### config.mk
export PLATFORM = sky130hd
export DESIGN_NAME = fobc_top
export DESIGN_NICKNAME = d
export VERILOG_FILES = /design/src/fobc_pkg.sv /design/src/fobc_top.sv
export SDC_FILE = /design/constraint.sdc
export NUM_CORES = 1
export LEC_CHECK = 0
export BUFFER_PORTS_ARGS = -buffer_cell sky130_fd_sc_hd__buf_2
export CAP_MARGIN = 30
export CORE_MARGIN = 5
export CORE_UTILIZATION = 57
export CTS_CLUSTER_SIZE = 25
export DETAILED_ROUTE_END_ITERATION = 10
export PLACE_DENSITY = 0.79
export SKIP_CTS_REPAIR_TIMING = 1
export SLEW_MARGIN = 20
export SYNTH_ARGS = -nofsm -noshare
export SYNTH_HDL_FRONTEND = slang
export SYNTH_SLANG_ARGS = --single-unit
export TNS_END_PERCENT = 1
### constraint.sdc
create_clock -name MCLK -period 3.18 [get_ports MCLK]
set_clock_uncertainty 0.05 [all_clocks]
set_input_delay 0.159 -clock MCLK [delete_from_list [all_inputs] [get_ports MCLK]]
set_output_delay 0.159 -clock MCLK [all_outputs]
set_load 0.01 [all_outputs]
### src/fobc_pkg.sv
// constants, register map and state types for the finisher output bin control
package fobc_pkg;
	// step-rate divider: one motor step slot every STEP_PERIOD_US
	localparam int CLK_HZ = 20_000_000;
	localparam int STEP_PERIOD_US = 200;
	localparam int STEP_DIV = (CLK_HZ / 1_000_000) * STEP_PERIOD_US;
	localparam logic [11:0] STEP_DIV_M1 = 12'(STEP_DIV - 1);
	// register byte offsets
	localparam logic [7:0] OFS_CTRL = 8'h00;
	localparam logic [7:0] OFS_LOWER_STEPS = 8'h04;
	localparam logic [7:0] OFS_JAM_TIME = 8'h08;
	localparam logic [7:0] OFS_STATUS = 8'h0c;
	localparam logic [7:0] OFS_IRQ_STAT = 8'h10;
	localparam logic [7:0] OFS_IRQ_MASK = 8'h14;
	// reset values
	localparam logic [2:0] CTRL_RST = 3'h0;
	localparam logic [15:0] LOWER_STEPS_RST = 16'h0064;
	localparam logic [31:0] JAM_TIME_RST = 32'h0032_000a;
	localparam logic [4:0] IRQ_MASK_RST = 5'h00;
	// control fields
	localparam int CTRL_DEST_LOWER = 0;
	localparam int CTRL_BOOKLET = 1;
	localparam int CTRL_MIXED = 2;
	// interrupt bits
	localparam int IRQ_JAM = 0;
	localparam int IRQ_LIMIT = 1;
	localparam int IRQ_OVER = 2;
	localparam int IRQ_SAFETY = 3;
	localparam int IRQ_READY = 4;
	localparam int IRQ_W = 5;
	// area sensor patterns, ordered {first, second, third}
	localparam logic [2:0] AREA_UP_UPPER = 3'h0;
	localparam logic [2:0] AREA_LO_UPPER = 3'h5;
	localparam logic [2:0] AREA_UP_LOWER = 3'h2;
	localparam logic [2:0] AREA_LO_LOWER_STACK = 3'h0;
	localparam logic [2:0] AREA_LO_LOWER_BOOK = 3'h1;
	localparam logic [2:0] AREA_OVER_500 = 3'h6;
	localparam logic [2:0] AREA_OVER_1000 = 3'h4;
	// stapler ready offsets in steps from home
	localparam logic [15:0] STAPLE_BASE_FRONT = 16'h0010;
	localparam logic [15:0] STAPLE_BASE_REAR = 16'h0080;
	localparam logic [15:0] STAPLE_BASE_DUAL = 16'h0040;
	localparam logic [15:0] STAPLE_SIZE_STEP = 16'h0008;
	// bus responses
	localparam logic [1:0] RESP_OKAY = 2'h0;
	localparam logic [1:0] RESP_SLVERR = 2'h2;
	typedef enum logic [2:0] {BN_START = 3'b000, BN_AWAY = 3'b001, BN_SEEK = 3'b010,
		BN_IDLE = 3'b011, BN_LOWER = 3'b100, BN_PARK = 3'b101} fobc_bin_t;
	typedef enum logic [1:0] {SS_SEEK = 2'b00, SS_IDLE = 2'b01, SS_OUT = 2'b10,
		SS_READY = 2'b11} fobc_stp_t;
	typedef enum logic [1:0] {SH_OPEN = 2'b00, SH_CLOSING = 2'b01, SH_SHUT = 2'b10,
		SH_OPENING = 2'b11} fobc_sh_t;
	typedef enum logic [1:0] {JM_IDLE = 2'b00, JM_RUN = 2'b01, JM_JAM = 2'b10} fobc_jam_t;
endpackage

### src/fobc_top.sv
// finisher stacker: stapler shift, output bins, shutter, jam detection, power gating
`timescale 1ns/100ps
module fobc_top
	import fobc_pkg::*;
(
	// clock and reset
	input wire logic MCLK,
	input wire logic RST_N,
	// register bus
	input wire logic [7:0] S_AXI_AWADDR,
	input wire logic S_AXI_AWVALID,
	output logic S_AXI_AWREADY,
	input wire logic [31:0] S_AXI_WDATA,
	input wire logic [3:0] S_AXI_WSTRB,
	input wire logic S_AXI_WVALID,
	output logic S_AXI_WREADY,
	output logic [1:0] S_AXI_BRESP,
	output logic S_AXI_BVALID,
	input wire logic S_AXI_BREADY,
	input wire logic [7:0] S_AXI_ARADDR,
	input wire logic S_AXI_ARVALID,
	output logic S_AXI_ARREADY,
	output logic [31:0] S_AXI_RDATA,
	output logic [1:0] S_AXI_RRESP,
	output logic S_AXI_RVALID,
	input wire logic S_AXI_RREADY,
	output logic IRQ,
	// host commands
	input wire logic STAPLE_CMD,
	input wire logic [1:0] STAPLE_POS,
	input wire logic [1:0] PAPER_SIZE,
	input wire logic STAPLE_FIRE,
	input wire logic STACK_DONE,
	input wire logic STACK_BIN,
	input wire logic SHEET_START,
	// host reports
	output logic STAPLER_READY,
	output logic JAM_REPORT,
	output logic JAM_REPEAT,
	output logic DELIVERY_SUSPEND,
	// sensors and switches, index 0 upper bin, 1 lower bin
	input wire logic STAPLER_SHIFT_HOME_SENSOR,
	input wire logic STAPLER_INTERFERENCE_SENSOR,
	input wire logic [1:0] BIN_SURFACE_SENSOR,
	input wire logic [1:0] BIN_PAPER_SENSOR,
	input wire logic [1:0] AREA_SENSOR_FIRST,
	input wire logic [1:0] AREA_SENSOR_SECOND,
	input wire logic [1:0] AREA_SENSOR_THIRD,
	input wire logic UPPER_BIN_SAFETY_SWITCH,
	input wire logic SHUTTER_HOME_SENSOR,
	input wire logic PATH_ENTRY_SENSOR,
	input wire logic PATH_DELIVERY_SENSOR,
	input wire logic FRONT_COVER_SWITCH,
	input wire logic DOORS_CLOSED,
	// actuators
	output logic STAPLER_SHIFT_MOTOR_STEP,
	output logic STAPLER_SHIFT_MOTOR_DIR,
	output logic STAPLE_DRIVE_MOTOR,
	output logic [1:0] BIN_SHIFT_MOTOR_STEP,
	output logic [1:0] BIN_SHIFT_MOTOR_DIR,
	output logic STACK_EJECTION_MOTOR_STEP,
	output logic STACK_EJECTION_MOTOR_DIR,
	output logic SHUTTER_CLUTCH,
	output logic LOWER_ROLLER_CLUTCH,
	output logic MOTOR_POWER_EN,
	output logic UPPER_MOTOR_POWER_EN
);

////////////////////////////////////////////////////////////////////////////////
// input synchronisers
logic [17:0] raw;
logic [17:0] sync1_ff;
logic [17:0] sync2_ff;
assign raw = {DOORS_CLOSED, STAPLER_INTERFERENCE_SENSOR, FRONT_COVER_SWITCH, PATH_DELIVERY_SENSOR,
	PATH_ENTRY_SENSOR, SHUTTER_HOME_SENSOR, UPPER_BIN_SAFETY_SWITCH, AREA_SENSOR_THIRD,
	AREA_SENSOR_SECOND, AREA_SENSOR_FIRST, BIN_PAPER_SENSOR, BIN_SURFACE_SENSOR, STAPLER_SHIFT_HOME_SENSOR};
// two stages on every sensor and switch pin before any logic; host command pins are used unsynchronised
always_ff @(posedge MCLK) begin
	if (!RST_N) begin
		sync1_ff <= 18'h00000;
		sync2_ff <= 18'h00000;
	end else begin
		sync1_ff <= raw;
		sync2_ff <= sync1_ff;
	end
end
logic stp_home, intf, safety, shut_home, entry, deliv, cover_ok, doors;
logic [1:0] surf, paper, a_first, a_second, a_third;
assign stp_home = sync2_ff[0];
assign surf = sync2_ff[2:1];
assign paper = sync2_ff[4:3];
assign a_first = sync2_ff[6:5];
assign a_second = sync2_ff[8:7];
assign a_third = sync2_ff[10:9];
assign safety = sync2_ff[11];
assign shut_home = sync2_ff[12];
assign entry = sync2_ff[13];
assign deliv = sync2_ff[14];
assign cover_ok = sync2_ff[15];
assign intf = sync2_ff[16];
assign doors = sync2_ff[17];

////////////////////////////////////////////////////////////////////////////////
// step divider, free-running; its tick is suppressed while the stacker is halted
logic [11:0] div_ff;
logic [11:0] nxt_div;
logic halt, tick;
assign halt = safety | !cover_ok;
assign tick = (div_ff == STEP_DIV_M1) & !halt;
always_comb begin
	nxt_div = (div_ff == STEP_DIV_M1) ? 12'h000 : div_ff + 12'h001;
end
always_ff @(posedge MCLK) begin
	if (!RST_N) div_ff <= 12'h000;
	else div_ff <= nxt_div;
end

////////////////////////////////////////////////////////////////////////////////
// register file
logic [2:0] ctrl_ff, nxt_ctrl;
logic [15:0] lsteps_ff, nxt_lsteps;
logic [31:0] jtime_ff, nxt_jtime;
logic [IRQ_W-1:0] ist_ff, nxt_ist, mask_ff, nxt_mask, ev;
logic bvalid_ff, nxt_bvalid, rvalid_ff, nxt_rvalid;
logic [1:0] bresp_ff, nxt_bresp, rresp_ff, nxt_rresp;
logic [31:0] rdata_ff, nxt_rdata, wmask, status;
logic wr_go, rd_go;
assign wr_go = S_AXI_AWVALID & S_AXI_WVALID & !bvalid_ff;
assign rd_go = S_AXI_ARVALID & !rvalid_ff;
assign S_AXI_AWREADY = wr_go;
assign S_AXI_WREADY = wr_go;
assign S_AXI_ARREADY = rd_go;
assign S_AXI_BVALID = bvalid_ff;
assign S_AXI_BRESP = bresp_ff;
assign S_AXI_RVALID = rvalid_ff;
assign S_AXI_RRESP = rresp_ff;
assign S_AXI_RDATA = rdata_ff;
assign IRQ = |(ist_ff & mask_ff);
genvar gb;
// byte-lane mask from write strobes
generate
	for (gb = 0; gb < 4; gb++) begin : g_lane
		assign wmask[gb*8 +: 8] = {8{S_AXI_WSTRB[gb]}};
	end
endgenerate
// decode, write merge and read mux; hardware set beats software clear
always_comb begin
	nxt_ctrl = ctrl_ff;
	nxt_lsteps = lsteps_ff;
	nxt_jtime = jtime_ff;
	nxt_mask = mask_ff;
	nxt_ist = ist_ff;
	nxt_bvalid = bvalid_ff & !S_AXI_BREADY;
	nxt_bresp = bresp_ff;
	nxt_rvalid = rvalid_ff & !S_AXI_RREADY;
	nxt_rresp = rresp_ff;
	nxt_rdata = rdata_ff;
	if (wr_go) begin
		nxt_bvalid = 1'b1;
		nxt_bresp = RESP_OKAY;
		if (S_AXI_AWADDR == OFS_CTRL) nxt_ctrl = (ctrl_ff & ~wmask[2:0]) | (S_AXI_WDATA[2:0] & wmask[2:0]);
		else if (S_AXI_AWADDR == OFS_LOWER_STEPS)
			nxt_lsteps = (lsteps_ff & ~wmask[15:0]) | (S_AXI_WDATA[15:0] & wmask[15:0]);
		else if (S_AXI_AWADDR == OFS_JAM_TIME) nxt_jtime = (jtime_ff & ~wmask) | (S_AXI_WDATA & wmask);
		else if (S_AXI_AWADDR == OFS_IRQ_STAT) nxt_ist = ist_ff & ~(S_AXI_WDATA[IRQ_W-1:0] & wmask[IRQ_W-1:0]);
		else if (S_AXI_AWADDR == OFS_IRQ_MASK)
			nxt_mask = (mask_ff & ~wmask[IRQ_W-1:0]) | (S_AXI_WDATA[IRQ_W-1:0] & wmask[IRQ_W-1:0]);
		else if (S_AXI_AWADDR != OFS_STATUS) nxt_bresp = RESP_SLVERR;
	end
	nxt_ist = nxt_ist | ev;
	if (rd_go) begin
		nxt_rvalid = 1'b1;
		nxt_rresp = RESP_OKAY;
		if (S_AXI_ARADDR == OFS_CTRL) nxt_rdata = {29'h0, ctrl_ff};
		else if (S_AXI_ARADDR == OFS_LOWER_STEPS) nxt_rdata = {16'h0, lsteps_ff};
		else if (S_AXI_ARADDR == OFS_JAM_TIME) nxt_rdata = jtime_ff;
		else if (S_AXI_ARADDR == OFS_STATUS) nxt_rdata = status;
		else if (S_AXI_ARADDR == OFS_IRQ_STAT) nxt_rdata = {27'h0, ist_ff};
		else if (S_AXI_ARADDR == OFS_IRQ_MASK) nxt_rdata = {27'h0, mask_ff};
		else begin
			nxt_rdata = 32'h0;
			nxt_rresp = RESP_SLVERR;
		end
	end
end
always_ff @(posedge MCLK) begin
	if (!RST_N) begin
		ctrl_ff <= CTRL_RST;
		lsteps_ff <= LOWER_STEPS_RST;
		jtime_ff <= JAM_TIME_RST;
		mask_ff <= IRQ_MASK_RST;
		ist_ff <= 5'h00;
		bvalid_ff <= 1'b0;
		bresp_ff <= 2'h0;
		rvalid_ff <= 1'b0;
		rresp_ff <= 2'h0;
		rdata_ff <= 32'h0;
	end else begin
		ctrl_ff <= nxt_ctrl;
		lsteps_ff <= nxt_lsteps;
		jtime_ff <= nxt_jtime;
		mask_ff <= nxt_mask;
		ist_ff <= nxt_ist;
		bvalid_ff <= nxt_bvalid;
		bresp_ff <= nxt_bresp;
		rvalid_ff <= nxt_rvalid;
		rresp_ff <= nxt_rresp;
		rdata_ff <= nxt_rdata;
	end
end

////////////////////////////////////////////////////////////////////////////////
// area sensor decode and output bins
fobc_bin_t bst_ff [2];
fobc_bin_t nxt_bst [2];
logic [15:0] bcnt_ff [2];
logic [15:0] nxt_bcnt [2];
logic [1:0] lim_up, lim_dn, over, up, dn, abort;
logic any_up, any_dn;
assign any_up = |lim_up;
assign any_dn = |lim_dn;
genvar gi;
generate
	for (gi = 0; gi < 2; gi++) begin : g_bin
		logic [2:0] area;
		logic homed;
		assign area = {a_first[gi], a_second[gi], a_third[gi]};
		// upper bin uses one table, lower bin the other; lower bottom depends on the unit type
		assign lim_up[gi] = (area == ((gi == 0) ? AREA_UP_UPPER : AREA_UP_LOWER));
		assign lim_dn[gi] = (area == ((gi == 0) ? AREA_LO_UPPER :
			(ctrl_ff[CTRL_BOOKLET] ? AREA_LO_LOWER_BOOK : AREA_LO_LOWER_STACK)));
		// mixed stacking trips one level earlier than large-size stacking
		assign over[gi] = (area == AREA_OVER_1000) | (ctrl_ff[CTRL_MIXED] & (area == AREA_OVER_500));
		// upper bin homes first; lower waits until upper is settled
		assign homed = (gi == 0) | (bst_ff[0] == BN_IDLE) | (bst_ff[0] == BN_PARK);
		always_comb begin
			nxt_bst[gi] = bst_ff[gi];
			nxt_bcnt[gi] = bcnt_ff[gi];
			up[gi] = 1'b0;
			dn[gi] = 1'b0;
			abort[gi] = 1'b0;
			case (bst_ff[gi])
				BN_START: if (homed) nxt_bst[gi] = surf[gi] ? BN_AWAY : BN_SEEK;
				BN_AWAY: begin
					dn[gi] = 1'b1;
					if (!surf[gi]) nxt_bst[gi] = BN_SEEK;
				end
				BN_SEEK: begin
					up[gi] = 1'b1;
					if (surf[gi]) nxt_bst[gi] = BN_IDLE;
				end
				BN_IDLE: begin
					if (STACK_DONE && (STACK_BIN == 1'(gi))) begin
						nxt_bst[gi] = BN_LOWER;
						nxt_bcnt[gi] = lsteps_ff;
					end else if (gi == 0 && ctrl_ff[CTRL_DEST_LOWER]) nxt_bst[gi] = BN_PARK;
				end
				BN_LOWER: begin
					dn[gi] = 1'b1;
					if (bcnt_ff[gi] == 16'h0) nxt_bst[gi] = BN_SEEK;
					else if (tick) nxt_bcnt[gi] = bcnt_ff[gi] - 16'h1;
				end
				BN_PARK: begin
					// raise upper bin until its top limit; lower bin then faces the port
					up[gi] = !any_up;
					if (!ctrl_ff[CTRL_DEST_LOWER]) begin
						nxt_bst[gi] = BN_LOWER;
						nxt_bcnt[gi] = lsteps_ff;
					end
				end
				default: nxt_bst[gi] = BN_START;
			endcase
			// a limit in the travel direction stops the move for both bins
			if ((up[gi] & any_up) | (dn[gi] & any_dn)) begin
				up[gi] = 1'b0;
				dn[gi] = 1'b0;
				if (bst_ff[gi] != BN_PARK) begin
					nxt_bst[gi] = BN_IDLE;
					abort[gi] = 1'b1;
				end
			end
		end
		always_ff @(posedge MCLK) begin
			if (!RST_N) begin
				bst_ff[gi] <= BN_START;
				bcnt_ff[gi] <= 16'h0;
			end else begin
				bst_ff[gi] <= nxt_bst[gi];
				bcnt_ff[gi] <= nxt_bcnt[gi];
			end
		end
	end
endgenerate

////////////////////////////////////////////////////////////////////////////////
// stapler shift
fobc_stp_t ss_ff, nxt_ss;
logic [15:0] scnt_ff, nxt_scnt, target;
logic pend_ff, nxt_pend, s_move, s_dir;
// ready point from staple position plus a per-size offset
always_comb begin
	case (STAPLE_POS)
		2'h1: target = STAPLE_BASE_REAR;
		2'h2: target = STAPLE_BASE_DUAL;
		default: target = STAPLE_BASE_FRONT;
	endcase
	target = target + ({14'h0, PAPER_SIZE} * STAPLE_SIZE_STEP);
end
// every move starts from home so the step count has a known origin
always_comb begin
	nxt_ss = ss_ff;
	nxt_scnt = scnt_ff;
	nxt_pend = pend_ff;
	s_move = 1'b0;
	s_dir = 1'b0;
	case (ss_ff)
		SS_SEEK: begin
			s_move = !stp_home;
			if (stp_home) begin
				nxt_ss = pend_ff ? SS_OUT : SS_IDLE;
				nxt_pend = 1'b0;
			end
		end
		SS_OUT: begin
			s_move = 1'b1;
			s_dir = 1'b1;
			if (scnt_ff == 16'h0) nxt_ss = SS_READY;
			else if (tick) nxt_scnt = scnt_ff - 16'h1;
		end
		default: ;
	endcase
	if (STAPLE_CMD) begin
		nxt_ss = SS_SEEK;
		nxt_pend = 1'b1;
		nxt_scnt = target;
	end
end
always_ff @(posedge MCLK) begin
	if (!RST_N) begin
		ss_ff <= SS_SEEK;
		scnt_ff <= 16'h0;
		pend_ff <= 1'b0;
	end else begin
		ss_ff <= nxt_ss;
		scnt_ff <= nxt_scnt;
		pend_ff <= nxt_pend;
	end
end

////////////////////////////////////////////////////////////////////////////////
// delivery shutter, sensor high means closed
fobc_sh_t sh_ff, nxt_sh;
logic close_req, sh_move, sh_fwd;
assign close_req = up[0] | dn[0];
always_comb begin
	nxt_sh = sh_ff;
	sh_move = 1'b0;
	sh_fwd = 1'b0;
	case (sh_ff)
		SH_OPEN: begin
			if (close_req) nxt_sh = SH_CLOSING;
			else if (shut_home) nxt_sh = SH_OPENING;
		end
		SH_CLOSING: begin
			sh_move = 1'b1;
			sh_fwd = 1'b1;
			if (shut_home) nxt_sh = SH_SHUT;
		end
		SH_SHUT: if (!close_req) nxt_sh = SH_OPENING;
		default: begin
			sh_move = 1'b1;
			if (!shut_home) nxt_sh = SH_OPEN;
		end
	endcase
end
always_ff @(posedge MCLK) begin
	if (!RST_N) sh_ff <= SH_OPEN;
	else sh_ff <= nxt_sh;
end

////////////////////////////////////////////////////////////////////////////////
// jam detection; check times are in step slots after the sheet start
fobc_jam_t jm_ff, nxt_jm;
logic [15:0] jcnt_ff, nxt_jcnt;
logic door_prev_ff, jam_evt, rep_evt, rep_again;
always_comb begin
	nxt_jm = jm_ff;
	nxt_jcnt = jcnt_ff;
	jam_evt = 1'b0;
	rep_again = 1'b0;
	case (jm_ff)
		JM_IDLE: if (SHEET_START) begin
			nxt_jm = JM_RUN;
			nxt_jcnt = 16'h0;
		end
		JM_RUN: if (tick) begin
			nxt_jcnt = jcnt_ff + 16'h1;
			if (jcnt_ff == jtime_ff[15:0] && !entry) jam_evt = 1'b1;
			else if (jcnt_ff == jtime_ff[31:16]) begin
				if (!deliv) jam_evt = 1'b1;
				else nxt_jm = JM_IDLE;
			end
			if (jam_evt) nxt_jm = JM_JAM;
		end
		default: if (doors && !door_prev_ff) begin
			// paper still in the path after closing means the jam stays
			if (entry | deliv) rep_again = 1'b1;
			else nxt_jm = JM_IDLE;
		end
	endcase
	rep_evt = jam_evt | rep_again;
end
always_ff @(posedge MCLK) begin
	if (!RST_N) begin
		jm_ff <= JM_IDLE;
		jcnt_ff <= 16'h0;
		door_prev_ff <= 1'b0;
	end else begin
		jm_ff <= nxt_jm;
		jcnt_ff <= nxt_jcnt;
		door_prev_ff <= doors;
	end
end

////////////////////////////////////////////////////////////////////////////////
// events, status word and registered actuator outputs
logic [1:0] prev_ff;
assign ev = {(nxt_ss == SS_READY) & (ss_ff == SS_OUT), safety & !prev_ff[1], (|over) & !prev_ff[0], |abort, jam_evt};
assign status = {12'h0, cover_ok, safety, paper, over, any_dn, any_up, jm_ff, ss_ff, sh_ff, bst_ff[1], bst_ff[0]};
always_ff @(posedge MCLK) begin
	if (!RST_N) begin
		prev_ff <= 2'h0;
		STAPLER_READY <= 1'b0;
		JAM_REPORT <= 1'b0;
		JAM_REPEAT <= 1'b0;
		DELIVERY_SUSPEND <= 1'b0;
		STAPLER_SHIFT_MOTOR_STEP <= 1'b0;
		STAPLER_SHIFT_MOTOR_DIR <= 1'b0;
		STAPLE_DRIVE_MOTOR <= 1'b0;
		BIN_SHIFT_MOTOR_STEP <= 2'h0;
		BIN_SHIFT_MOTOR_DIR <= 2'h0;
		STACK_EJECTION_MOTOR_STEP <= 1'b0;
		STACK_EJECTION_MOTOR_DIR <= 1'b0;
		SHUTTER_CLUTCH <= 1'b0;
		LOWER_ROLLER_CLUTCH <= 1'b0;
		MOTOR_POWER_EN <= 1'b0;
		UPPER_MOTOR_POWER_EN <= 1'b0;
	end else begin
		prev_ff <= {safety, |over};
		STAPLER_READY <= (ss_ff == SS_READY);
		JAM_REPORT <= rep_evt;
		JAM_REPEAT <= rep_again;
		DELIVERY_SUSPEND <= (nxt_jm == JM_JAM);
		STAPLER_SHIFT_MOTOR_STEP <= tick & s_move;
		STAPLER_SHIFT_MOTOR_DIR <= s_dir;
		// staple motor locked out in the stopper zone
		STAPLE_DRIVE_MOTOR <= STAPLE_FIRE & (ss_ff == SS_READY) & !intf & !halt;
		BIN_SHIFT_MOTOR_STEP <= {2{tick}} & (up | dn);
		BIN_SHIFT_MOTOR_DIR <= up;
		STACK_EJECTION_MOTOR_STEP <= tick & sh_move;
		STACK_EJECTION_MOTOR_DIR <= sh_fwd;
		SHUTTER_CLUTCH <= sh_move;
		LOWER_ROLLER_CLUTCH <= sh_move;
		MOTOR_POWER_EN <= cover_ok;
		UPPER_MOTOR_POWER_EN <= cover_ok & !safety;
	end
end
endmodule

After elaboration in Yosys (flattened, before gate mapping)
Memories as Yosys holds them, arrays and structs flattened.
Cells that the tools add are included.
Widths: inputs -> output; s select.
Word-level totals
  register bits: 205
  RAM bits: 38
  bits of input ports: 86
  output and inout port bits: 59
  word-level logic and storage cells: 324
  memories kept: 2
Memory list
  bcnt_ff: depth 2, bits a word 16, read ports 2, clocked after Yosys merged registers in 0, write ports 2, RTL line fobc_top.sv:216  | logic [15:0] bcnt_ff [2];
  bst_ff: depth 2, bits a word 3, read ports 2, clocked after Yosys merged registers in 0, write ports 2, RTL line fobc_top.sv:214  | fobc_bin_t bst_ff [2];
Cells by class
  $add $sub $neg: 6
  equality and inequality tests: 48
  multiplexer cells: 119
  bitwise gates (word level): 62
  reductions and logical operators: 52
Operator list (count)
  $mux 16: 16
  $mux 32: 3
  $pmux 16 s3: 2
  $and 32x32->32: 2
  $mux 2: 31
  $mux 3: 18
  $logic_not 16->1: 3
  $sub 16x1->16 const B: 3
  $pmux 3 s6: 2
  $mux 5: 7
  $and 16x16->16: 2
  $eq 16x16->1: 2
  $eq 8x5->1 const B: 4
  $not 32->32: 1
  $or 32x32->32: 1
  $pmux 16 s2: 1
  $mux 1: 31
  $eq 3x3->1 const B: 9
  $eq 8x4->1 const B: 3
  $and 1x1->1: 21
  $and 5x5->5: 4
  $mux 20: 1
  $reduce_or 2->1: 9
  $add 16x1->16 const B: 1
  39 further kinds: 110

Depth between registers and ports, before layout
Gate-level depths: netlist (run 1).
  depth in word-level cells: 10
  depth in mapped cells: 10
  mapped depth without buffers: 8

Least setup slack after synthesis (run 1)
No wires, ideal clock.
  path type: reg-to-reg
  from: mem bcnt_ff[0][0]
  to: mem bcnt_ff[0][14]
  library setup time: 115 ps
  arrival time: 2222 ps
  slack: 793 ps
  stages on the path, launching flop included: 10
  buffers on the path: 1
  period minus slack after synthesis: 2387 ps
  cells stage by stage: dfxtp_1 > inv_1 > ha_1 > or3b_4 > or4_1 > buf_2 > or3_4 > nor3_1 > o21ai_0 > a31o_1
RTL lines (RTL line)
  from (decl): fobc_top.sv:216

==> summary.txt, run 1 <==
Detailed routing
  – Final WL: approximately 33000 microns
  – Antenna-violating nets left: 0
  – Remaining DRCs: 0
  – DR vias: ~11000
  – Initial DRC count: approximately 1000
  – Pre-Repair DR Iteration Count: 8
  – Drt wl/cell: roughly 18 microns
  – Via-per-instance ratio: between 5 and 6

Pwr
  – Switching power: approximately 1.8 mW
  – Int Pwr: approximately 5.5 mW
  – Sequential share of power: 0.443
  – Combinational share of power: 0.119
  – Leakage: 5.44 nW
  – PwrDens: 530 nW/um^2
  – Sw Share: 0.248
  – Clock Power Share: 0.438
  – VDD IR max: 0.439 mV

Timing
  – Fin. max-slew vios: 0
  – Final hold vios: 2
  – Final worst-path cycle share: 0.893
  – Setup TNS Final: 0 ps
  – Slew Limit Headroom: 0.403
  – Worst-Margin Slew: 893 ps
  – RSZ-0062 raised after global routing: no
  – Final setup violation count: 0
  – Fmax: approximately 350 MHz
  – Fin Hold WS: -8.33 ps
  – Min cycle time layout: between 2000 and 3000 ps

Final layout
  – Commonest non-fill, non-tap cell in the layout: dfxtp_1
  – Post-route cell area: about 14000 sq um
  – Final #Nets: 1618
  – Share of layout cells above drive strength 1: 0.158
  – Reg area: ~4800 sq um
  – Utilization after layout: 0.709
  – Area growth syn-to-layout: 23.2%
  – Most frequent cells in the layout: 241 x dfxtp_1, 142 x buf_2, 128 x nand2_1
  – Fillers: around 1400
  – Area of the multi-input gates: slightly below 6000 sq um

Synthesis
  – Main synth FF type: dfxtp_1
  – Sequential area share after synthesis: 0.434
  – Yosys top cell by area: dfxtp_1
  – Mean Syn Cell Area: 8.37 sq um
  – Number of synthesized flops with an enable pin: 0
  – Top cells by area, synth: dfxtp_1 43%, a21oi_1 5.4%, nand2_1 4.3%
  – Synthesized flop and latch total: 241
  – Netlist Area Pre-Place: about 11000 sq um
  – Yosys warning count: 0
  – Post-synth top area share: 0.434
  – Post-synth ARST share: 0
  – Synth unique cells: between 70 and 80
  – Post-Synthesis Cells: 1329

Worst setup path
  – Worst EP required: approximately 3600 ps
  – Critical-path cell list: nand3b_1, nor4_2, buf_4, and3b_1, buf_4, nand3_1, dlygate4sd3_1, a21oi_1
  – Kind of critical path: register to register
  – Slowest stage delay, CP: roughly 570 ps
  – Worst-path maximum fanout: 14
  – CP Capture Type: register
  – CP Buf/Inv Count: 3
  – Startpoint types: register
  – Worst EP arrival: roughly 3200 ps
  – Critical Path Slowest Stage Cell: dlygate4sd3_1
  – Crit path top cell by count: buf_4
  – Delay-heaviest family, CP: simple AND/OR/NAND/NOR gates

Flow run
  – Max-Cap Viols: 0

Clock network
  – CTS tree: built
  – Skew-Pair Late Insertion Delay: ~520 ps
  – Total CTS buffers: 25
  – Root Driver: clkbuf_16
  – Clock slew at reported path FFs: 70 ps
  – H-tree depth: 1
  – Clock Path Buffers: 3
  – Clock sink count: about 240

Global route
  – Initial antenna violation count: 0
  – First-pass GRT wire length: between 40000 and 50000 microns
  – Total GRT Usage: 0.260
  – Gr ovfl total: 0
  – Vias in the first global route: approximately 9300
  – Largest net degree at the start of global routing: 62

Die
  – Die W: approximately 150 microns
  – Die Ht: 150 microns
  – Initial Utilization: 0.576
  – IO Pins: 145
  – Die ar.: about 22000 sq um
  – Cell row count: slightly above 50
  – Core area: slightly below 20000 sq um

Placed design
  – Placed instance area: 12000 sq um
  – Port bufs: between 100 and 150
  – Hpwl dp: roughly 22000 microns
  – GPL Wtd Cong: 0.932

Status
  – Failing checks: negative hold slack
  – Outcome: complete, but fails checks

Min path
  – Min-delay worst type: primary input to register
## worst reg2reg max path, stage by stage (launching register included)
cell and delay (ps):
dfxtp_1 330, nand3b_1 250, nor4_2 260, buf_4 180, and3b_1 560, buf_4 310
nand3_1 110, dlygate4sd3_1 570, a21oi_1 150
## logic make-up (layout without fill, tap and decap cells)
kind of cell	Yosys count	count (layout)	share of synthesized area
compound gates	309	309	0.174
xor+xnor	64	64	0.0504
fa+ha+maj	14	14	0.0157
buf+inv	115	321	0.0422
flops	241	241	0.434
mux	31	31	0.0290
other cells	1	3	0.000337
simple gates	554	554	0.255
## routing by layer
layer	vias to the layer above	GRT usage	wire length [microns]
li1	5091	-	-
met1	5026	0.367	13400
met2	543	0.398	15200
met3	134	0.0488	3010
met4	0	0.0942	1530
met5	-	0	0
## final timing paths
check / endpoint / cells after the start / start / slack, ps
max: register / 8 / S_AXI_BVALID / 340
min: S_AXI_BVALID / 3 / S_AXI_WVALID / -8
max reg2reg: register / 8 / S_AXI_BVALID / 340
min reg2reg: sync2_ff[3] / 1 / sync1_ff[3] / 380
## per-stage QoR
stage          setup WS (ps)  cells  total power [mW]
2_1_floorplan            793   1330              3.81
4_1_cts                  444   1719              7.21
5_1_grt                  179   1801              7.51
6_report                 341   1802              7.27
3_3_place_gp             556   1674              4.04
3_5_place_dp             474   1674              4.06
## cell type report
cell class              instances  area share
inverters                      31     0.00858
well taps                     265      0.0242
clock buffers                  35      0.0528
flip-flops and latches        241       0.352
clock inverters                10      0.0132
multi-input cells             974       0.426
diodes                          1    0.000183
repair buffers                245       0.123
## power by group through the flow
stage	Combinational, mW	Sequential, mW	Clock (mW)
after global routing	0.957	3.23	3.33
after detailed placement	0.781	3.28	0
after floorplan	0.582	3.23	0
after CTS	0.785	3.21	3.21
final	0.864	3.22	3.19
after global placement	0.762	3.28	0
## cells in the mapped netlist (6+ instances only)
cell and number:
o21ai_0 53, mux2_2 10, a21oi_1 121, nand3_1 68
ha_1 14, inv_1 29, nor2_1 125, dfxtp_1 241
nand2b_1 18, and2_1 46, a21o_1 6, nor3_1 46
xor2_1 43, buf_2 8, nor3b_1 6, o32ai_1 6
o21a_1 10, or3_1 16, mux2i_1 21, nor2b_1 11
nand4_1 15, or4_1 9, a31oi_1 8, a22oi_1 33
clkbuf_1 66, o22ai_1 7, nand2_1 128, nor4_1 19
buf_4 7, o31ai_1 9, xnor2_1 21, and3_1 12
o211ai_1 10
(Power assumes the default switching activity.)
==> run 2, diff against run 1 <==
Settings changed: CTS_BUF_LIST set to sky130_fd_sc_hd__clkbuf_8.
==> summary.txt, run 2 (synthesis results as in run 1) <==
Min path
  – Hold Path End: scnt_ff[4]
  – HP Start: PAPER_SIZE[1]
  – Hold path depth: 4
  – Min-delay worst type: primary input to register

Detailed routing
  – Drt wl/cell: 18.2 microns
  – Pre-Repair DR Iteration Count: 6
  – Initial DRC count: roughly 1200
  – Remaining DRCs: 0
  – DR vias: approximately 11000
  – Final WL: ~33000 microns
  – Antenna-violating nets left: 0
  – Via-per-instance ratio: about 6.0

Die
  – IO Pins: between 100 and 150
  – Die ar.: around 22000 sq um
  – Die Ht: 150 microns
  – Core area: around 19000 sq um
  – Die W: between 100 and 150 microns
  – Cell row count: 51
  – Initial Utilization: 0.576

Clock network
  – Clock Path Buffers: 3
  – Root Driver: clkbuf_8
  – Total CTS buffers: 40
  – H-tree depth: 2
  – CTS tree: built
  – Clock sink count: about 240
  – Clock slew at reported path FFs: around 70 ps
  – Skew-Pair Late Insertion Delay: between 500 and 600 ps

Worst setup path
  – Worst EP required: 3600 ps
  – Worst-path maximum fanout: 14
  – FF-to-FF path depth: 8
  – Critical-path cell list: nand3b_1, nor4_2, buf_4, and3b_1, buf_4, nand3_1, dlygate4sd3_1, a21oi_1
  – Worst Setup SP: S_AXI_BVALID
  – Reg2reg start: S_AXI_BVALID
  – Kind of critical path: register to register
  – CP Buf/Inv Count: 3
  – CP Capture Type: register
  – Crit path top cell by count: buf_4
  – Slowest stage delay, CP: about 600 ps
  – Critical Path Slowest Stage Cell: dlygate4sd3_1
  – Worst EP arrival: between 3000 and 4000 ps
  – Delay-heaviest family, CP: simple AND/OR/NAND/NOR gates
  – R2R Setup Slk: approximately 250 ps
  – Startpoint types: register

Final layout
  – Final #Nets: about 1600
  – Most frequent cells in the layout: 241 x dfxtp_1, 142 x buf_2, 128 x nand2_1
  – Area growth syn-to-layout: 22.5%
  – Commonest non-fill, non-tap cell in the layout: dfxtp_1
  – Finished Layout Cells: between 1500 and 2000
  – Post-route cell area: between 10000 and 15000 sq um
  – Share of layout cells above drive strength 1: 0.168

Placed design
  – GPL Wtd Cong: between 0.9 and 1
  – Pre-CTS setup slack: ~470 ps
  – Hpwl dp: 21700 microns
  – Port bufs: 142
  – Placed insts: approximately 1700
  – Placed instance area: roughly 12000 sq um

Timing
  – RSZ-0062 raised after global routing: no
  – Fin Hold WS: -7.86 ps
  – Setup TNS Final: 0 ps
  – Fmax: 342 MHz
  – Final setup violation count: 0
  – Setup WS post-layout: 254 ps
  – Final worst-path cycle share: 0.920
  – Min cycle time layout: roughly 2900 ps
  – Fin. max-slew vios: 0
  – Slew Limit Headroom: 0.385
  – Final hold vios: 2
  – Worst-Margin Slew: just over 900 ps

Global route
  – First-pass GRT wire length: roughly 48000 microns
  – Total GRT Usage: 0.262
  – Gr ovfl total: 0
  – Vias in the first global route: around 9500
  – Largest net degree at the start of global routing: between 60 and 70
  – Initial antenna violation count: 1

Pwr
  – PwrDens: approximately 500 nW/um^2
  – Leakage: 5.47 nW
  – VDD IR max: around 0.34 mV

Flow run
  – Max-Cap Viols: 0

Status
  – Outcome: complete, but fails checks
  – Failing checks: negative hold slack
run 2: changes by cell type in the layout (fill, tap and decap cells not counted), sizes merged:
cell / change
dlygate4sd3: +3
inv: +11
clkbuf: +16
clkinvlp: +1
bufinv: -5
clkinv: +5
run 2: tightest hold or removal path, stage by stage:
cell and delay, ps:
buf_2 80, ha_1 110, o21ai_0 80, a21oi_1 110
run 2: how the worst max path moves through the flow:
stage / endpoint / cells past startpoint
CTS: bcnt_ff[1][1] / 7
detailed placement: bcnt_ff[1][1] / 7
finish: register / 8
floorplan: bcnt_ff[0][14] / 9
global placement: bcnt_ff[1][1] / 7
global route: register / 8
run 2: area by class of cell:
class	instances	area (sq um)
clock inverter	22	101
antenna	1	2.50
fill	1435	5700
clock buffer	51	702
multi-input combinational	974	5840
sequential	241	4820
timing repair buffer	248	1720
tap	265	332
inverter	31	118
run 2: where the power goes:
group          switching (mW)  internal (mW)  total [mW]
clock network            1.28           1.45        2.72
logic                   0.499          0.369       0.868
registers               0.106           3.11        3.22
total                    1.88           4.93        6.81
run 2: through the flow:
step / total power [mW] / utilization
after floorplan: 3.81 / -
after global placement: 4.04 / 0.620
after detailed placement: 4.06 / 0.620
after CTS: 6.73 / 0.661
after global routing: 7.07 / 0.705
final: 6.81 / 0.705
run 2: routing by layer:
layer / up-vias / wire (microns) / global-route usage
met5: - / 0 / 0
met2: 612 / 15200 / 0.394
met1: 5053 / 13400 / 0.374
li1: 5133 / - / -
met3: 132 / 3250 / 0.0466
met4: 0 / 1560 / 0.106
